$ cat config.mk
export PLATFORM = sky130hd
export DESIGN_NAME = adc_control
export DESIGN_NICKNAME = d
export VERILOG_FILES = /design/src/adc_pkg.sv /design/src/sar_if.sv /design/src/adc_control.sv /design/src/sar_core.sv
export SDC_FILE = /design/constraint.sdc
export NUM_CORES = 1
export LEC_CHECK = 0
export BUFFER_PORTS_ARGS = -buffer_cell sky130_fd_sc_hd__buf_2
export CAP_MARGIN = 0
export CORE_AREA = 2 2 98 100
export DETAILED_ROUTE_END_ITERATION = 12
export DIE_AREA = 0 0 100 102
export HOLD_SLACK_MARGIN = 0.03
export PLACE_DENSITY = 0.75
export SLEW_MARGIN = 20
export SYNTH_ARGS = -nofsm -noshare
export SYNTH_HDL_FRONTEND = slang
export SYNTH_SLANG_ARGS = --single-unit
$ cat constraint.sdc
create_clock -name clock -period 7.1 [get_ports clock]
set_clock_uncertainty 0.1 [all_clocks]
set_input_delay 1.42 -clock clock [delete_from_list [all_inputs] [get_ports clock]]
set_output_delay 1.42 -clock clock [all_outputs]
set_load 0.01 [all_outputs]
$ cat src/adc_pkg.sv
// Constants, register map and timing for the converter control block
// Overview of operation
// Bit 0 of the analog control register switches the internal current source on or off.
// Software disables the digital input buffer while the source runs, then turns it off.
// Successive approximation yields a 10-bit code from ground up to the reference.
// Reference comes from the select field plus reference output and external enables.
// Channel field picks input; single-ended bypasses gain, differential pairs get 8x or 20x.
// Each of the eleven analog pins can be chosen as a single-ended input.
// Dedicated channel codes route the temperature sensor or current source voltage.
// Converter works only when enabled; selections take effect only then.
// Software clears the converter enable before sleep.
// Result is right-aligned by default, left-aligned when left adjust is set.
// Software reads low byte before high byte, or high byte alone when left-aligned.
// Reading low byte blocks updates until high byte read; blocked results are lost.
// Completion flag rises on every completion, even when the result was lost.
// Writing start begins one conversion; start stays set until hardware clears it.
// A channel change mid-conversion applies only after that conversion ends.
// Auto-trigger enable starts conversions from the source picked by trigger select.
// Rising trigger edge resets the prescaler and starts a conversion.
// Trigger still high at completion or edges during conversion start nothing.
// Trigger flags set regardless of interrupt enables; software clears them before reuse.
// With own completion as trigger, conversions run back to back; first via start.
// Start still works in auto mode and reads one during any conversion.
// Conversions take 13 clock cycles, 25 for the first, 13.5 when auto-triggered.
// Completion writes result, sets flag, clears start; a new start waits for next edge.
// Prescaler counts only while enabled and is held reset otherwise.
// Completion flag clears on a written one or on interrupt handler entry.
// All control bits reset to zero: disabled, single mode, right-aligned.
package adc_pkg;
  localparam int ADDR_W = 3;
  localparam int DATA_W = 8;
  localparam int RES_W  = 10;
  localparam int CHAN_W = 5;
  localparam int PS_W   = 7;
  localparam int HC_W   = 6;

  // Register offsets
  localparam logic [ADDR_W-1:0] OFF_CTRL_A  = 3'h0;
  localparam logic [ADDR_W-1:0] OFF_CTRL_B  = 3'h1;
  localparam logic [ADDR_W-1:0] OFF_CHANNEL = 3'h2;
  localparam logic [ADDR_W-1:0] OFF_RES_LO  = 3'h3;
  localparam logic [ADDR_W-1:0] OFF_RES_HI  = 3'h4;
  localparam logic [ADDR_W-1:0] OFF_MISC    = 3'h5;

  // Control A fields
  localparam int A_ENABLE = 7;
  localparam int A_START  = 6;
  localparam int A_AUTO   = 5;
  localparam int A_FLAG   = 4;
  localparam int A_IE     = 3;
  localparam int A_PS_LSB = 0;
  localparam int A_PS_W   = 3;

  // Control B, channel select and analog control fields
  localparam int B_TS_LSB    = 0;
  localparam int TS_W        = 3;
  localparam logic [TS_W-1:0] TS_FREE = 3'h0;
  localparam int CH_MUX_LSB  = 0;
  localparam int CH_LEFT     = 5;
  localparam int CH_REFS_LSB = 6;
  localparam int MISC_CSRC   = 0;
  localparam int MISC_XREF   = 1;
  localparam int MISC_EXTERNAL_REFERENCE_PIN   = 2;
  localparam int MISC_W      = 3;

  localparam logic [DATA_W-1:0] RESET_BYTE = 8'h00;

  // Channel codes: 0..10 single-ended pins, then internal sources, then differential
  localparam logic [CHAN_W-1:0] CH_SE_LAST = 5'h0A;
  localparam logic [CHAN_W-1:0] CH_TEMP    = 5'h0B;
  localparam logic [CHAN_W-1:0] CH_INTERNAL_CURRENT_SOURCE    = 5'h0C;
  localparam logic [CHAN_W-1:0] CH_DIFF_LO = 5'h10;
  localparam int CH_GAIN_BIT = 0;

  // Timing in converter clock cycles, held as half-cycle counts
  localparam int NORMAL_CYCLES = 13;
  localparam int FIRST_CYCLES  = 25;
  localparam int AUTO_HALVES   = 27;
  localparam logic [HC_W-1:0] LEN_NORMAL = HC_W'(2 * NORMAL_CYCLES);
  localparam logic [HC_W-1:0] LEN_FIRST  = HC_W'(2 * FIRST_CYCLES);
  localparam logic [HC_W-1:0] LEN_AUTO   = HC_W'(AUTO_HALVES);
  localparam logic [HC_W-1:0] SH_NORMAL  = 6'h03;
  localparam logic [HC_W-1:0] SH_FIRST   = 6'h1B;
  localparam logic [HC_W-1:0] SH_AUTO    = 6'h04;
  localparam logic [HC_W-1:0] LAST_HALVES = 6'h02;
  localparam logic [RES_W-1:0] SAR_MID   = 10'h200;
endpackage

$ cat src/sar_if.sv
// Handshake between conversion sequencer and approximation register
interface sar_if;
  logic                         clear;
  logic                         step;
  logic                         comp_bit;
  logic [adc_pkg::RES_W-1:0]    code;

  modport ctrl (output clear, output step, output comp_bit, input code);
  modport core (input clear, input step, input comp_bit, output code);
endinterface

$ cat src/adc_control.sv
// Register file, prescaler, trigger and conversion sequencing for the converter
//
// Added by the designer: the register offsets and the strobed register port.
module adc_control (
  input  wire logic                          clock,
  input  wire logic                          resetn,
  input  wire logic [adc_pkg::ADDR_W-1:0]    addr,
  input  wire logic [adc_pkg::DATA_W-1:0]    wdata,
  input  wire logic                          wr_en,
  input  wire logic                          rd_en,
  output logic      [adc_pkg::DATA_W-1:0]    rdata,
  input  wire logic [7:0]                    trigger_sources,
  input  wire logic                          irq_ack,
  input  wire logic                          comparator_high,
  output logic                               converter_power,
  output logic      [1:0]                    reference_select,
  output logic                               reference_output_enable,
  output logic                               external_reference_enable,
  output logic                               current_source_enable,
  output logic      [adc_pkg::CHAN_W-1:0]    mux_select,
  output logic                               gain_bypass,
  output logic                               gain_20x,
  output logic                               temp_sensor_select,
  output logic                               current_source_route,
  output logic                               sample_hold,
  output logic      [adc_pkg::RES_W-1:0]     dac_code,
  output logic                               complete_irq
);
  typedef enum logic [1:0] {IDLE, WAIT_EDGE, CONVERT} conv_state_e;

  conv_state_e                       state_q;
  logic                              enable_q;
  logic                              auto_q;
  logic                              ie_q;
  logic [adc_pkg::A_PS_W-1:0]        ps_sel_q;
  logic [adc_pkg::TS_W-1:0]          ts_q;
  logic [adc_pkg::CHAN_W-1:0]        chan_q;
  logic                              left_q;
  logic [1:0]                        refs_q;
  logic [adc_pkg::MISC_W-1:0]        misc_q;
  logic                              flag_q;
  logic                              lock_q;
  logic                              first_q;
  logic                              trig_prev_q;
  logic [adc_pkg::RES_W-1:0]         result_q;
  logic [adc_pkg::PS_W-1:0]          ps_cnt_q;
  logic [adc_pkg::HC_W-1:0]          hcount_q;
  logic [adc_pkg::HC_W-1:0]          len_q;
  logic [adc_pkg::HC_W-1:0]          sh_q;
  logic [adc_pkg::CHAN_W-1:0]        chan_active_q;
  logic [1:0]                        refs_active_q;
  logic [adc_pkg::DATA_W-1:0]        rdata_q;
  logic                              comp_meta_q;
  logic                              comp_sync_q;

  logic                              wr_a;
  logic                              start_wr;
  logic [adc_pkg::A_PS_W-1:0]        ps_eff;
  logic [adc_pkg::PS_W-1:0]          ps_top;
  logic [adc_pkg::PS_W-1:0]          ps_mid;
  logic                              half_tick;
  logic                              full_tick;
  logic                              trig_level;
  logic                              trig_fire;
  logic                              begin_single;
  logic                              complete;
  logic                              free_run;
  logic                              sel_open;

  sar_if sar ();

  sar_core u_sar (
    .clock  (clock),
    .resetn (resetn),
    .bus    (sar)
  );

  assign wr_a     = wr_en && addr == adc_pkg::OFF_CTRL_A;
  assign start_wr = wr_a && wdata[adc_pkg::A_START];

  // Comparator comes from the analog core, so it crosses two flops first
  always_ff @(posedge clock or negedge resetn) begin
    if (!resetn) begin
      comp_meta_q <= 1'b0;
      comp_sync_q <= 1'b0;
    end else begin
      comp_meta_q <= comparator_high;
      comp_sync_q <= comp_meta_q;
    end
  end

  // Control A and B writes; everything clears at reset R26
  always_ff @(posedge clock or negedge resetn) begin
    if (!resetn) begin
      enable_q <= 1'b0;
      auto_q   <= 1'b0;
      ie_q     <= 1'b0;
      ps_sel_q <= '0;
      ts_q     <= '0;
    end else begin
      if (wr_a) begin
        enable_q <= wdata[adc_pkg::A_ENABLE];
        auto_q   <= wdata[adc_pkg::A_AUTO];
        ie_q     <= wdata[adc_pkg::A_IE];
        ps_sel_q <= wdata[adc_pkg::A_PS_LSB +: adc_pkg::A_PS_W];
      end
      if (wr_en && addr == adc_pkg::OFF_CTRL_B) begin
        ts_q <= wdata[adc_pkg::B_TS_LSB +: adc_pkg::TS_W];
      end
    end
  end

  // Channel select and analog control registers R26
  always_ff @(posedge clock or negedge resetn) begin
    if (!resetn) begin
      chan_q <= '0;
      left_q <= 1'b0;
      refs_q <= '0;
      misc_q <= '0;
    end else begin
      if (wr_en && addr == adc_pkg::OFF_CHANNEL) begin
        chan_q <= wdata[adc_pkg::CH_MUX_LSB +: adc_pkg::CHAN_W];
        left_q <= wdata[adc_pkg::CH_LEFT];
        refs_q <= wdata[adc_pkg::CH_REFS_LSB +: 2];
      end
      if (wr_en && addr == adc_pkg::OFF_MISC) begin
        misc_q <= wdata[adc_pkg::MISC_W-1:0];
      end
    end
  end

  // Division of 2 for codes 0 and 1, else 2 to the power of the code
  assign ps_eff    = (ps_sel_q == '0) ? adc_pkg::A_PS_W'(1) : ps_sel_q;
  assign ps_top    = adc_pkg::PS_W'((8'h01 << ps_eff) - 8'h01);
  assign ps_mid    = ps_top >> 1;
  assign half_tick = enable_q && (ps_cnt_q == ps_mid || ps_cnt_q == ps_top);
  assign full_tick = enable_q && ps_cnt_q == ps_top;

  // Prescaler held at zero while disabled, restarted by a trigger edge
  always_ff @(posedge clock or negedge resetn) begin
    if (!resetn) begin
      ps_cnt_q <= '0;
    end else if (!enable_q || trig_fire) begin
      ps_cnt_q <= '0;
    end else if (ps_cnt_q == ps_top) begin
      ps_cnt_q <= '0;
    end else begin
      ps_cnt_q <= ps_cnt_q + 1'b1;
    end
  end

  // Trigger sources are peripheral flags on this clock, so no synchroniser
  assign free_run   = auto_q && ts_q == adc_pkg::TS_FREE;
  assign trig_level = free_run ? 1'b0 : trigger_sources[ts_q];
  // Edges only count while idle; a level held through completion is no edge R18
  assign trig_fire  = enable_q && auto_q && state_q == IDLE && trig_level && !trig_prev_q;

  always_ff @(posedge clock or negedge resetn) begin
    if (!resetn) begin
      trig_prev_q <= 1'b0;
    end else begin
      trig_prev_q <= trig_level;
    end
  end

  // A written start waits for the next converter clock edge R23
  assign begin_single = state_q == WAIT_EDGE && full_tick;
  assign complete     = state_q == CONVERT && half_tick && hcount_q == len_q - 1'b1;

  // Sequencer: start bit reads as any state other than idle R21
  always_ff @(posedge clock or negedge resetn) begin
    if (!resetn) begin
      state_q  <= IDLE;
      hcount_q <= '0;
      len_q    <= adc_pkg::LEN_NORMAL;
      sh_q     <= adc_pkg::SH_NORMAL;
    end else if (!enable_q) begin
      state_q  <= IDLE;
      hcount_q <= '0;
    end else begin
      unique case (state_q)
        IDLE: begin
          if (trig_fire) begin
            state_q  <= CONVERT;
            hcount_q <= '0;
            len_q    <= first_q ? adc_pkg::LEN_FIRST : adc_pkg::LEN_AUTO;
            sh_q     <= first_q ? adc_pkg::SH_FIRST : adc_pkg::SH_AUTO;
          end else if (start_wr) begin
            state_q <= WAIT_EDGE;
          end
        end
        WAIT_EDGE: begin
          if (begin_single) begin
            state_q  <= CONVERT;
            hcount_q <= '0;
            len_q    <= first_q ? adc_pkg::LEN_FIRST : adc_pkg::LEN_NORMAL;
            sh_q     <= first_q ? adc_pkg::SH_FIRST : adc_pkg::SH_NORMAL;
          end
        end
        CONVERT: begin
          if (complete) begin
            hcount_q <= '0;
            len_q    <= adc_pkg::LEN_NORMAL;
            sh_q     <= adc_pkg::SH_NORMAL;
            // Own completion retriggers at once, flag cleared or not R20
            state_q  <= free_run ? CONVERT : IDLE;
          end else if (half_tick) begin
            hcount_q <= hcount_q + 1'b1;
          end
        end
      endcase
    end
  end

  // Longer first conversion after each enable R22
  always_ff @(posedge clock or negedge resetn) begin
    if (!resetn) begin
      first_q <= 1'b1;
    end else if (!enable_q) begin
      first_q <= 1'b1;
    end else if (trig_fire || begin_single) begin
      first_q <= 1'b0;
    end
  end

  // Approximation register is reset at each conversion start
  assign sar.clear    = trig_fire || begin_single || (complete && free_run);
  assign sar.step     = state_q == CONVERT && full_tick && hcount_q >= sh_q;
  assign sar.comp_bit = comp_sync_q;

  // Completion flag: set wins over a clear in the same cycle R13 R25
  always_ff @(posedge clock or negedge resetn) begin
    if (!resetn) begin
      flag_q <= 1'b0;
    end else if (complete) begin
      flag_q <= 1'b1;
    end else if ((wr_a && wdata[adc_pkg::A_FLAG]) || irq_ack) begin
      flag_q <= 1'b0;
    end
  end

  // Low byte read blocks result updates until high byte read R12
  always_ff @(posedge clock or negedge resetn) begin
    if (!resetn) begin
      lock_q <= 1'b0;
    end else if (rd_en && addr == adc_pkg::OFF_RES_LO) begin
      lock_q <= 1'b1;
    end else if (rd_en && addr == adc_pkg::OFF_RES_HI) begin
      lock_q <= 1'b0;
    end
  end

  // Result written at completion unless blocked; a blocked one is lost
  always_ff @(posedge clock or negedge resetn) begin
    if (!resetn) begin
      result_q <= '0;
    end else if (complete && !lock_q) begin
      result_q <= sar.code;
    end
  end

  // Selections follow the register until a conversion locks them,
  // reopening in its last converter cycle so the next one sees them R15
  assign sel_open = state_q != CONVERT || hcount_q >= len_q - adc_pkg::LAST_HALVES;

  always_ff @(posedge clock or negedge resetn) begin
    if (!resetn) begin
      chan_active_q <= '0;
      refs_active_q <= '0;
    end else if (enable_q && sel_open) begin
      chan_active_q <= chan_q;
      refs_active_q <= refs_q;
    end
  end

  // Read data appear the cycle after the read strobe; unmapped reads as zero
  // Alignment applies at read time, so left adjust needs no new conversion
  always_ff @(posedge clock or negedge resetn) begin
    if (!resetn) begin
      rdata_q <= adc_pkg::RESET_BYTE;
    end else if (rd_en) begin
      unique case (addr)
        adc_pkg::OFF_CTRL_A:  rdata_q <= {enable_q, state_q != IDLE, auto_q, flag_q, ie_q, ps_sel_q};
        adc_pkg::OFF_CTRL_B:  rdata_q <= {{(adc_pkg::DATA_W-adc_pkg::TS_W){1'b0}}, ts_q};
        adc_pkg::OFF_CHANNEL: rdata_q <= {refs_q, left_q, chan_q};
        adc_pkg::OFF_RES_LO:  rdata_q <= left_q ? {result_q[1:0], 6'h00} : result_q[7:0];
        adc_pkg::OFF_RES_HI:  rdata_q <= left_q ? result_q[9:2] : {6'h00, result_q[9:8]};
        adc_pkg::OFF_MISC:    rdata_q <= {{(adc_pkg::DATA_W-adc_pkg::MISC_W){1'b0}}, misc_q};
        default:              rdata_q <= adc_pkg::RESET_BYTE;
      endcase
    end
  end

  assign rdata = rdata_q;

  // Analog controls; the current source runs independently of the converter
  assign converter_power           = enable_q;
  assign reference_select          = refs_active_q;
  assign reference_output_enable   = misc_q[adc_pkg::MISC_EXTERNAL_REFERENCE_PIN];
  assign external_reference_enable = misc_q[adc_pkg::MISC_XREF];
  assign current_source_enable     = misc_q[adc_pkg::MISC_CSRC];

  // Channel decode: pins, internal sources, and gain pairs R5 R6 R7
  assign mux_select           = chan_active_q;
  assign gain_bypass          = chan_active_q < adc_pkg::CH_DIFF_LO;
  assign gain_20x             = !gain_bypass && chan_active_q[adc_pkg::CH_GAIN_BIT];
  assign temp_sensor_select   = chan_active_q == adc_pkg::CH_TEMP;
  assign current_source_route = chan_active_q == adc_pkg::CH_INTERNAL_CURRENT_SOURCE;

  assign sample_hold  = state_q == CONVERT && hcount_q < sh_q;
  assign dac_code     = sar.code;
  assign complete_irq = flag_q && ie_q;
endmodule

$ cat src/sar_core.sv
// Successive approximation register, one bit decided per step
module sar_core (
  input  wire logic clock,
  input  wire logic resetn,
  sar_if.core       bus
);
  logic [adc_pkg::RES_W-1:0] code_q;
  logic [adc_pkg::RES_W-1:0] trial_q;

  // Trial bit walks from the MSB down; steps after the LSB are ignored
  always_ff @(posedge clock or negedge resetn) begin
    if (!resetn) begin
      code_q  <= '0;
      trial_q <= '0;
    end else if (bus.clear) begin
      code_q  <= adc_pkg::SAR_MID;
      trial_q <= adc_pkg::SAR_MID;
    end else if (bus.step && trial_q != '0) begin
      // Keep the bit when the input is above the DAC level R3
      code_q  <= (bus.comp_bit ? code_q : (code_q & ~trial_q)) | (trial_q >> 1);
      trial_q <= trial_q >> 1;
    end
  end

  assign bus.code = code_q;
endmodule

==> out/metrics.json, run 1 <==
{
  "routed-via-count": 3854,
  "drt_wl_total_um": 11300,
  "synth.avg_cell_area_um2": 10.3,
  "synth_top_cell_area_share_pct": 44.7,
  "drive_gt1_share_pct": 28.0,
  "holdCritStartpoint": "comp_meta_q",
  "synth.yosys.warnings": 0,
  "cp_top_family": "compound AO/OA/AOI/OAI gates",
  "worstSetupStartpointType": "register",
  "final-max-slew-violation-count": 0,
  "yosys_most_used_dff": "dfrtp_1",
  "die_h_um": 102,
  "final_design_area_no_fill_um2": 5450,
  "cp_cell_sequence": "ha_1 -> a21o_1 -> a211oi_1 -> o211a_1 -> buf_2",
  "clock_path_buffers": 2,
  "rsz0062_at_grt": "false",
  "synth_seq_area_share_pct": 46.4,
  "postPlaceCellArea_um2": 5230,
  "initial_antenna_violation_count": 0,
  "global_route.usage.total_pct": 23.5,
  "post_cts.repair.setup_buffers": 0,
  "powerDensity_nw_per_um2": 278,
  "final_hold_viol_count": 0,
  "launch_point_of_the_worst_reg_to_reg_path": "ps_sel_q[2]",
  "clkTransAtPathRegs_ps": 90,
  "critical_path_class": "reg -> out",
  "worst_setup_path_startpoint": "hcount_q[3]",
  "p_leak_nw": 2.49,
  "cts_inserted_buffers": 9,
  "fp.dieArea_um2": 10200,
  "net_count_after_synthesis": 512,
  "slowest_stage": "dfrtp_1",
  "crit_arrival_ps": 1950,
  "synth-edff-count": 0,
  "cts_hold_repair.buffers": 0,
  "reg2reg_setup_slack_ps": 3780,
  "port_buffers": 59,
  "grt_pass1_vias": 3737,
  "area_of_the_mapped_netlist_um2": 4870,
  "timing.critical_path.to_type": "primary output",
  "wire_length_of_the_first_global_routing_pass_um": 18700,
  "ctsHtreeMaxLevel": 3,
  "placementRows": 35,
  "yosys.area.top_type": "dfrtp_1",
  "initialDrtViolationCount": 297,
  "layout_worst_path_cycle_share_pct": 48.9,
  "hpwlAfterDp_um": 8270,
  "synth.area.top_cells": "dfrtp_1 (45%), mux2_2 (9.7%), a21oi_1 (5.3%)",
  "fin_total_pwr_mw": 1.51,
  "num-nets-final": 563,
  "clock-sinks": 90,
  "max-slew-margin-rel_pct": 54.7,
  "worst_hold_path_type": "reg -> reg",
  "peakVddDrop_uv": 119,
  "final_setup_violation_count": 0,
  "ys_types": 62,
  "drc_errors": 0,
  "fmaxAchievable_ghz": 0.288,
  "worst-slew-pin-transition_ps": 675,
  "synth-seq-cells": 90,
  "worst_path_required_time_ps": 5580,
  "post_drt_via_cell_ratio": 6.02,
  "num-fill-cells": 784,
  "globalRoute.totalOverflow": 0,
  "postSynth.asyncResetShare_pct": 100,
  "clock_latency_ps": 360,
  "ctsResizeCount": 0,
  "yosys-top-cells-count": "dfrtp_1 (87), a21oi_1 (52), mux2_2 (42)",
  "post_synth_inst_count": 473,
  "timing.setup.tns_ps": 0,
  "insertedDiodeCount": 0,
  "tritoncts": "done",
  "pin_count_of_the_biggest_net_entering_global_routing": 53,
  "route.antenna.remaining_nets": 0,
  "ports": 60,
  "first_pass_iters": 5,
  "finalWeightedCongestion": 0.917,
  "crit_path_max_fanout": 6,
  "maxCapViolCount": 0,
  "initial_utilization_pct": 53.4,
  "design.core.area_um2": 9110,
  "cell_chosen_for_the_clock_root": "clkbuf_8",
  "synth_most_common_cell": "dfrtp_1",
  "die_w_um": 100,
  "max_stage_delay_ps": 450,
  "run_status": "complete, no violations",
  "fin_crit_ps": 3470,
  "area_delta_synth_final_pct": 12.0,
  "route.detailed.wl_per_inst_um": 17.6,
  "worstPathBufferInverterCount": 1
}
placed cells by master, fill, tap and decap left out, types with 5 or more instances in the layout:
| cell type | n |
|---|---|
| a21oi_1 | 52 |
| xor2_1 | 8 |
| ha_1 | 14 |
| nor2_1 | 26 |
| nor3_1 | 6 |
| nor2b_1 | 7 |
| a211oi_1 | 5 |
| buf_2 | 58 |
| clkbuf_8 | 9 |
| o21ai_2 | 10 |
| xnor2_1 | 7 |
| o21ai_0 | 10 |
| nand4_1 | 5 |
| mux2_2 | 42 |
| nand2_1 | 37 |
| mux2i_1 | 7 |
| o211ai_1 | 5 |
| dfrtp_1 | 87 |
| inv_1 | 27 |
| a22oi_1 | 5 |
| nand3_1 | 15 |
| and3_1 | 9 |
power breakdown:
part           switching [mW]  internal (mW)  total [mW]
sequential             0.0831          0.588       0.671
combinational           0.259          0.203       0.462
clock                   0.205          0.174       0.379
logic make-up after synthesis:
group	Yosys count	share of synthesized area, %
buffers and inverters	48	3.93
other	1	0.0771
AO/OA/AOI/OAI	117	16.1
adder cells (fa/ha/maj)	14	3.60
AND/OR/NAND/NOR	137	15.1
XOR/XNOR	15	2.70
flip-flops	90	46.4
multiplexers	51	12.1
path summary, 6_finish.rpt:
path,to,cells past startpoint
min in group asynchronous,mux_select[3],1
worst min-delay path,comp_sync_q,0
max in group asynchronous,result_q[8],2
worst min register to register,comp_sync_q,0
worst max-delay path,sample_hold,5
worst max register to register,u_sar.bus.code[0],8
cell type report:
| cell class | count | area (um2) | share of cell area, % |
|---|---|---|---|
| sequential | 90 | 2260 | 41.4 |
| timing repair buffer | 61 | 313 | 5.74 |
| inverter | 27 | 101 | 1.86 |
| clock inverter | 7 | 91.3 | 1.68 |
| multi-input combinational | 335 | 2420 | 44.5 |
| tap | 111 | 139 | 2.55 |
| clock buffer | 9 | 124 | 2.27 |
sequential cells by signal, summed over array words and instances (netlist names), 2 cells and up:
register / flops
result_q: 10
u_sar.bus.code: 10
rdata: 8
misc_q: 3
hcount_q: 6
mux_select: 5
ps_sel_q: 3
len_q: 2
state_q: 2
reference_select: 2
u_sar.trial_q: 10
sh_q: 2
chan_q: 5
refs_q: 2
ts_q: 3
ps_cnt_q: 7
through the flow:
step,cells,setup slack (ps),utilization [%],hold WS (ps)
final,640,3630,59.8,269
after global routing,640,3530,59.8,275
after CTS,640,3640,59.8,266
after detailed placement,624,3520,57.4,244
after global placement,624,3570,57.4,239
after floorplan,473,3870,-,231
worst reg2reg max path: stages, from the launching register on:
cell and delay [ps]:
dfrtp_1 530, or2_2 340, ha_1 210, xor2_1 180
xnor2_1 360, o211ai_2 300, or4_1 870, o21ai_2 230
a21oi_1 80
routing by layer:
layer	track usage (%)	share of wire, %	vias up
li1	-	-	1814
met1	32.8	47	1889
met2	36.9	45	130
met3	4.72	5.9	21
met4	8.43	1.9	0
met5	0	0	-
Note: power is estimated with default switching activity, not from simulation.
==> run 2: changes to the inputs <==
==> constraint.sdc (replaced) <==
create_clock -name clock -period 3.3 [get_ports clock]
set_clock_uncertainty 0.1 [all_clocks]
set_input_delay 0.66 -clock clock [delete_from_list [all_inputs] [get_ports clock]]
set_output_delay 0.66 -clock clock [all_outputs]
set_load 0.01 [all_outputs]
==> run 2 against run 1 <==
Global-route usage rose by 0.41 points. Setup slack worse by 3400 ps. Non-clock buffer count grew 8. Register-to-register slack got worse by 3500 ps. Highest routed layer unchanged. Critical endpoint is now u_sar.bus.code[0]. Die area stayed put. Routed wire length increased by 1.7%. Combinational power is 130% higher. Sequential power rose by 110%. Cell area up 0.53%.
==> out/metrics.json, run 2 (synthesized netlist as in run 1, its figures left out) <==
{
  "run_status": {"value": "complete, no violations", "change": "unchanged"},
  "layout_worst_path_cycle_share_pct": 92.7,
  "sw_frac_of_total": {"value": 36.8, "unit": "%", "change": "was 36.2%"},
  "timing.setup.tns": {"value": 0, "unit": "ps", "change": "unchanged"},
  "ctsHtreeMaxLevel": {"value": 3, "change": "unchanged"},
  "globalRoute.totalOverflow": {"value": 0, "change": "unchanged"},
  "global_route.usage.total": {"value": 23.9, "unit": "%", "change": "was 23.5%"},
  "maxCapViolCount": {"value": 0, "change": "unchanged"},
  "design.core.area": {"value": 9110, "unit": "um2", "change": "unchanged"},
  "ports": {"value": 60, "change": "unchanged"},
  "area_delta_synth_final": {"value": 12.5, "unit": "%", "change": "was 12.0%"},
  "route.antenna.remaining_nets": {"value": 0, "change": "unchanged"},
  "p_int": {"value": 2.01, "unit": "mW", "change": "was 965 uW"},
  "tritoncts": {"value": "done", "change": "unchanged"},
  "crit_arrival": {"value": 3200, "unit": "ps", "change": "was 1950 ps"},
  "final-max-slew-violation-count": {"value": 0, "change": "unchanged"},
  "initial_antenna_violation_count": {"value": 0, "change": "unchanged"},
  "p_leak": {"value": 2.52, "unit": "nW", "change": "was 2.49 nW"},
  "critical_path_class": {"value": "reg -> reg", "change": "was reg -> out"},
  "insertedDiodeCount": {"value": 0, "change": "unchanged"},
  "num-fill-cells": {"value": 796, "change": "was 784"},
  "worstPathBufferInverterCount": {"value": 0, "change": "was 1"},
  "max_stage_delay": {"value": 800, "unit": "ps", "change": "was 450 ps"},
  "initialDrtViolationCount": {"value": 242, "change": "was 297"},
  "route.detailed.wl_per_inst": {"value": 17.7, "unit": "um", "change": "was 17.6 um"},
  "fmaxAchievable_ghz": 0.327,
  "slowest_stage": {"value": "or4_1", "change": "was dfrtp_1"},
  "drt_wl_total": {"value": 11500, "unit": "um", "change": "was 11300 um"},
  "clkPwrFrac": {"value": 22.2, "unit": "%", "change": "was 25.1%"},
  "timing.critical_path.to_type": {"value": "register", "change": "was primary output"},
  "fin_cells": {"value": 648, "change": "was 640"},
  "wire_length_of_the_first_global_routing_pass": {"value": 18800, "unit": "um", "change": "was 18700 um"},
  "sequential_cell_area": {"value": 2260, "unit": "um2", "change": "unchanged"},
  "final_setup_violation_count": {"value": 0, "change": "unchanged"},
  "clock-sinks": {"value": 90, "change": "unchanged"},
  "placementRows": {"value": 35, "change": "unchanged"},
  "worst_hold_path_type": {"value": "in -> async", "change": "was reg -> reg"},
  "clkTransAtPathRegs": {"value": 100, "unit": "ps", "change": "was 90 ps"},
  "drc_errors": {"value": 0, "change": "unchanged"},
  "routed-via-count": {"value": 3859, "change": "was 3854"},
  "worst_path_required_time": {"value": 3440, "unit": "ps", "change": "was 5580 ps"},
  "port_buffers": {"value": 59, "change": "unchanged"},
  "clock_path_buffers": {"value": 2, "change": "unchanged"},
  "peakVddDrop": {"value": 237, "unit": "uV", "change": "was 119 uV"},
  "initial_utilization": {"value": 53.4, "unit": "%", "change": "unchanged"},
  "post_drt_via_cell_ratio": {"value": 5.96, "change": "was 6.02"},
  "die_w": {"value": 100, "unit": "um", "change": "unchanged"},
  "cts_hold_repair.buffers": {"value": 0, "change": "unchanged"},
  "crit_path_max_fanout": {"value": 11, "change": "was 6"},
  "pin_count_of_the_biggest_net_entering_global_routing": {"value": 50, "change": "was 53"},
  "drive_gt1_share": {"value": 28.7, "unit": "%", "change": "was 28.0%"},
  "rsz0062_at_grt": {"value": "false", "change": "unchanged"},
  "layout_commonest_cell": {"value": "dfrtp_1", "change": "unchanged"},
  "max-slew-margin-rel": {"value": 53.9, "unit": "%", "change": "was 54.7%"},
  "num-nets-final": {"value": 571, "change": "was 563"},
  "finalWeightedCongestion": {"value": 0.908, "change": "was 0.917"},
  "fin_crit_ps": 3060,
  "p_sw": {"value": 1.17, "unit": "mW", "change": "was 548 uW"},
  "worst-slew-pin-transition": {"value": 687, "unit": "ps", "change": "was 675 ps"},
  "cts_inserted_buffers": {"value": 9, "change": "unchanged"},
  "cell_chosen_for_the_clock_root": {"value": "clkbuf_8", "change": "unchanged"},
  "powerDensity": {"value": 581, "unit": "nW/um2", "change": "was 278 nW/um2"},
  "hpwlAfterDp": {"value": 8620, "unit": "um", "change": "was 8270 um"},
  "area_used_by_multi_input_combinational_logic": {"value": 2420, "unit": "um2", "change": "about the same"},
  "first_pass_iters": {"value": 7, "change": "was 5"},
  "reg2reg_setup_slack": {"value": 240, "unit": "ps", "change": "was 3780 ps"},
  "p_comb_share": {"value": 33.1, "unit": "%", "change": "was 30.5%"},
  "die_h": {"value": 102, "unit": "um", "change": "unchanged"},
  "final_hold_viol_count": {"value": 0, "change": "unchanged"},
  "cp_top_family": {"value": "simple AND/OR/NAND/NOR gates", "change": "was compound AO/OA/AOI/OAI gates"},
  "part_of_the_total_power_dissipated_in_sequential_elements": {"value": 44.8, "unit": "%", "change": "was 44.4%"},
  "clock_latency": {"value": 370, "unit": "ps", "change": "was 360 ps"},
  "placed_cells_incl_taps": {"value": 632, "change": "was 624"},
  "worstSetupStartpointType": {"value": "register", "change": "unchanged"},
  "fp.dieArea": {"value": 10200, "unit": "um2", "change": "unchanged"},
  "post_cts.repair.setup_buffers": {"value": 0, "change": "unchanged"},
  "cp_cell_sequence": {"value": "or2_2 -> ha_1 -> xor2_1 -> and3_1 -> o211ai_2 -> or4_1 -> o21ai_2 -> a21oi_1", "change": "was ha_1 -> a21o_1 -> a211oi_1 -> o211a_1 -> buf_2"},
  "grt_pass1_vias": {"value": 3688, "change": "was 3737"},
  "mostFrequentLayoutCells": {"value": "dfrtp_1 (87), buf_2 (58), a21oi_1 (52)", "change": "unchanged"},
  "ctsResizeCount": {"value": 0, "change": "unchanged"}
}
run 2: power groups by stage:
stage,registers (mW),clock network (mW),logic (mW)
floorplan,1.42,0,0.713
global placement,1.43,0,1.01
detailed placement,1.45,0,1.04
CTS,1.42,0.729,1.04
global route,1.45,0.776,1.16
finish,1.42,0.706,1.05
run 2: area by class of cell:
type	count	area share, %
Inverter	27	1.85
Tap cell	111	2.54
Clock inverter	6	0.891
Clock buffer	10	2.33
Multi-Input combinational cell	335	44.2
Timing Repair Buffer	69	7.04
Sequential cell	90	41.2
run 2: metrics by stage:
step	cell area (um2)	worst slack [ps]	power, mW	hold slack [ps]	utilization, %
after floorplan	4870	520	2.13	231	-
after global placement	5300	376	2.45	233	58.2
after detailed placement	5300	283	2.49	236	58.2
after CTS	5480	280	3.20	180	60.1
after global routing	5480	72.1	3.39	195	60.1
final	5480	240	3.18	167	60.1
run 2: worst paths after layout:
| path | from | to | cells after the start |
|---|---|---|---|
| setup / recovery | ps_sel_q[1] | u_sar.bus.code[0] | 8 |
| hold / removal | resetn | mux_select[4] | 1 |
| setup reg to reg | ps_sel_q[1] | u_sar.bus.code[0] | 8 |
| hold reg to reg | comp_meta_q | comp_sync_q | 0 |
| max in group asynchronous | resetn | u_sar.bus.code[0] | 2 |
| min in group clock | comp_meta_q | comp_sync_q | 0 |
run 2: layer usage:
layer	global-route usage [%]	vias up	part of all wire, %
met2	37.8	148	47
met4	8.85	0	1.6
met1	33.5	1873	44
met5	0	-	0
li1	-	1823	-
met3	3.97	15	7.1
==> run 3: changes to the inputs <==
--- a/config.mk
+++ b/config.mk
@@ -12,6 +12,7 @@
 export DIE_AREA = 0 0 100 102
 export HOLD_SLACK_MARGIN = 0.03
 export PLACE_DENSITY = 0.75
+export REMOVE_ABC_BUFFERS = 1
 export SLEW_MARGIN = 20
 export SYNTH_ARGS = -nofsm -noshare
 export SYNTH_HDL_FRONTEND = slang
==> run 3 against run 2 <==
Die area unchanged. Routed wire length is 1.9% lower. Register-to-register slack improved by 20 ps. Global-route usage up 0.15 points. Setup slack gained 22 ps. Sequential cell count unchanged. Clock power is 4.5% higher. First-iteration DRC count is 7.9% lower. Non-clock buffer count is 2 higher. Critical endpoint is now result_q[9].
==> out/metrics.json, run 3 (synthesized netlist as in run 1, its figures left out) <==
{
  "num-fill-cells": {"value": 764, "change": "was 796"},
  "slowest_stage": {"value": "dfrtp_1", "change": "was or4_1"},
  "grt_pass1_vias": {"value": 3800, "change": "was 3688"},
  "clock_path_buffers": {"value": 2, "change": "unchanged"},
  "reg2reg_setup_slack": {"value": 260, "unit": "ps", "change": "was 240 ps"},
  "cp_cell_sequence": {"value": "or2_2 -> ha_1 -> xor2_1 -> xnor2_1 -> o211a_1 -> a21oi_1 -> nor3_4 -> mux2_2", "change": "was or2_2 -> ha_1 -> xor2_1 -> and3_1 -> o211ai_2 -> or4_1 -> o21ai_2 -> a21oi_1"},
  "ports": {"value": 60, "change": "unchanged"},
  "sequential_cell_area": {"value": 2260, "unit": "um2", "change": "unchanged"},
  "final-max-slew-violation-count": {"value": 0, "change": "unchanged"},
  "peakVddDrop": {"value": 307, "unit": "uV", "change": "was 237 uV"},
  "drt_wl_total": {"value": 11200, "unit": "um", "change": "was 11500 um"},
  "worst-slew-pin-transition": {"value": 663, "unit": "ps", "change": "was 687 ps"},
  "run_status": {"value": "complete, no violations", "change": "unchanged"},
  "place_worst_setup_slack": {"value": 277, "unit": "ps", "change": "was 283 ps"},
  "die_h": {"value": 102, "unit": "um", "change": "unchanged"},
  "crit_path_max_fanout": {"value": 11, "change": "unchanged"},
  "initial_antenna_violation_count": {"value": 0, "change": "unchanged"},
  "timing.setup.tns": {"value": 0, "unit": "ps", "change": "unchanged"},
  "insertedDiodeCount": {"value": 0, "change": "unchanged"},
  "launch_point_of_the_worst_reg_to_reg_path": {"value": "ps_sel_q[1]", "change": "unchanged"},
  "rsz0062_at_grt": {"value": "false", "change": "unchanged"},
  "crit_arrival": {"value": 3190, "unit": "ps", "change": "was 3200 ps"},
  "final_hold_viol_count": {"value": 0, "change": "unchanged"},
  "globalRoute.totalOverflow": {"value": 0, "change": "unchanged"},
  "worst_r2r_endpoint": {"value": "result_q[9]", "change": "was u_sar.bus.code[0]"},
  "area_used_by_multi_input_combinational_logic": {"value": 2420, "unit": "um2", "change": "unchanged"},
  "cts_inserted_buffers": {"value": 9, "change": "unchanged"},
  "final_setup_violation_count": {"value": 0, "change": "unchanged"},
  "wire_length_of_the_first_global_routing_pass": {"value": 19100, "unit": "um", "change": "was 18800 um"},
  "fp.dieArea": {"value": 10200, "unit": "um2", "change": "unchanged"},
  "finalWeightedCongestion": {"value": 0.911, "change": "was 0.908"},
  "layout_worst_path_cycle_share": {"value": 92.1, "unit": "%", "change": "was 92.7%"},
  "cts_hold_repair.buffers": {"value": 0, "change": "unchanged"},
  "timing.critical_path.to_type": {"value": "register", "change": "unchanged"},
  "maxCapViolCount": {"value": 0, "change": "unchanged"},
  "port_buffers": {"value": 59, "change": "unchanged"},
  "num-nets-final": {"value": 573, "change": "was 571"},
  "fmaxAchievable": {"value": 0.329, "unit": "GHz", "change": "was 0.327 GHz"},
  "max-slew-margin-rel": {"value": 55.5, "unit": "%", "change": "was 53.9%"},
  "route.detailed.wl_per_inst": {"value": 17.3, "unit": "um", "change": "was 17.7 um"},
  "drive_gt1_share": {"value": 29.1, "unit": "%", "change": "was 28.7%"},
  "fin_crit": {"value": 3040, "unit": "ps", "change": "was 3060 ps"},
  "global_route.usage.total": {"value": 24.0, "unit": "%", "change": "was 23.9%"},
  "final_design_area_no_fill": {"value": 5500, "unit": "um2", "change": "was 5480 um2"},
  "ctsHtreeMaxLevel": {"value": 3, "change": "unchanged"},
  "worst_hold_path_type": {"value": "in -> async", "change": "unchanged"},
  "timing.reg2reg.worst_path_depth": {"value": 8, "change": "unchanged"},
  "post_drt_via_cell_ratio": {"value": 6.01, "change": "was 5.96"},
  "initial_utilization": {"value": 53.4, "unit": "%", "change": "unchanged"},
  "mostFrequentLayoutCells": {"value": "dfrtp_1 (87), buf_2 (58), a21oi_1 (52)", "change": "unchanged"},
  "initialDrtViolationCount": {"value": 223, "change": "was 242"},
  "final_util": {"value": 60.4, "unit": "%", "change": "was 60.1%"},
  "ctsResizeCount": {"value": 0, "change": "unchanged"},
  "worstSetupStartpointType": {"value": "register", "change": "unchanged"},
  "p_leak": {"value": 2.53, "unit": "nW", "change": "was 2.52 nW"},
  "hpwlAfterDp": {"value": 8410, "unit": "um", "change": "was 8620 um"},
  "worst_path_required_time": {"value": 3450, "unit": "ps", "change": "was 3440 ps"},
  "layout_commonest_cell": {"value": "dfrtp_1", "change": "unchanged"},
  "tritoncts": {"value": "done", "change": "unchanged"},
  "final.setup.worst_slack": {"value": 262, "unit": "ps", "change": "was 240 ps"},
  "first_pass_iters": {"value": 5, "change": "was 7"},
  "routed-via-count": {"value": 3905, "change": "was 3859"},
  "cell_chosen_for_the_clock_root": {"value": "clkbuf_8", "change": "unchanged"},
  "pin_count_of_the_biggest_net_entering_global_routing": {"value": 45, "change": "was 50"},
  "clock-sinks": {"value": 90, "change": "unchanged"},
  "post_cts.repair.setup_buffers": {"value": 0, "change": "unchanged"},
  "critical_path_class": {"value": "reg -> reg", "change": "unchanged"},
  "placementRows": {"value": 35, "change": "unchanged"},
  "powerDensity": {"value": 584, "unit": "nW/um2", "change": "was 581 nW/um2"},
  "max_stage_delay": {"value": 490, "unit": "ps", "change": "was 800 ps"},
  "postPlaceCellArea": {"value": 5300, "unit": "um2", "change": "about the same"},
  "die_w": {"value": 100, "unit": "um", "change": "unchanged"},
  "clock_latency": {"value": 370, "unit": "ps", "change": "about the same"},
  "design.core.area": {"value": 9110, "unit": "um2", "change": "unchanged"},
  "clkTransAtPathRegs": {"value": 100, "unit": "ps", "change": "about the same"},
  "route.antenna.remaining_nets": {"value": 0, "change": "unchanged"},
  "drc_errors": {"value": 0, "change": "unchanged"},
  "fin_total_pwr": {"value": 3.21, "unit": "mW", "change": "was 3.18 mW"},
  "area_delta_synth_final": {"value": 13.0, "unit": "%", "change": "was 12.5%"}
}
-- run 3: cell count changes in the layout (fill, tap and decap cells not counted), sizes merged --
| cell | change |
|---|---|
| buf | +2 |
| inv | -2 |
| clkbuf | +1 |
| clkinvlp | +1 |
-- run 3: layout make-up --
type / instances / share of cell area, %
Clock inverter: 5 / 0.819
Timing Repair Buffer: 71 / 7.05
Clock buffer: 11 / 2.75
Tap cell: 111 / 2.53
Inverter: 27 / 1.84
Sequential cell: 90 / 41.0
Multi-Input combinational cell: 335 / 44.0
-- run 3: per-stage QoR --
stage          cells  hold WS [ps]
2_1_floorplan    452           231
3_3_place_gp     634           232
3_5_place_dp     634           240
4_1_cts          650           170
5_1_grt          650           195
6_report         650           163
-- run 3: where the power goes --
part	switching (mW)	internal, mW	leakage, nW
Clock	0.413	0.325	0.0981
Sequential	0.160	1.27	1.16
Combinational	0.587	0.463	1.28
-- run 3: how the worst max path moves through the flow --
stage                start                 to  cells past startpoint
2_1_floorplan  ps_sel_q[2]   u_sar.trial_q[9]                      8
3_3_place_gp   ps_sel_q[1]  u_sar.bus.code[4]                      8
3_5_place_dp   ps_sel_q[1]        result_q[2]                      8
4_1_cts        ps_sel_q[1]        result_q[9]                      8
5_1_grt        ps_sel_q[1]        result_q[1]                      8
6_report       ps_sel_q[1]        result_q[9]                      8
-- run 3: layer usage --
metal  share of wire [%]  track usage [%]  wire length, um
met1                  45             32.8             5030
met2                  46             38.0             5210
met5                   0                0                0
met4                 2.4             8.96              270
met3                 6.5             5.40              733
-- run 3: worst max-delay path: cells and delay by family, from the launching register on --
kind | cells | cell delay (ps)
AND/OR/NAND/NOR | 2 | 800
multiplexers | 1 | 390
AO/OA/AOI/OAI | 2 | 410
flip-flops | 1 | 490
adder cells (fa/ha/maj) | 1 | 220
XOR/XNOR | 2 | 520
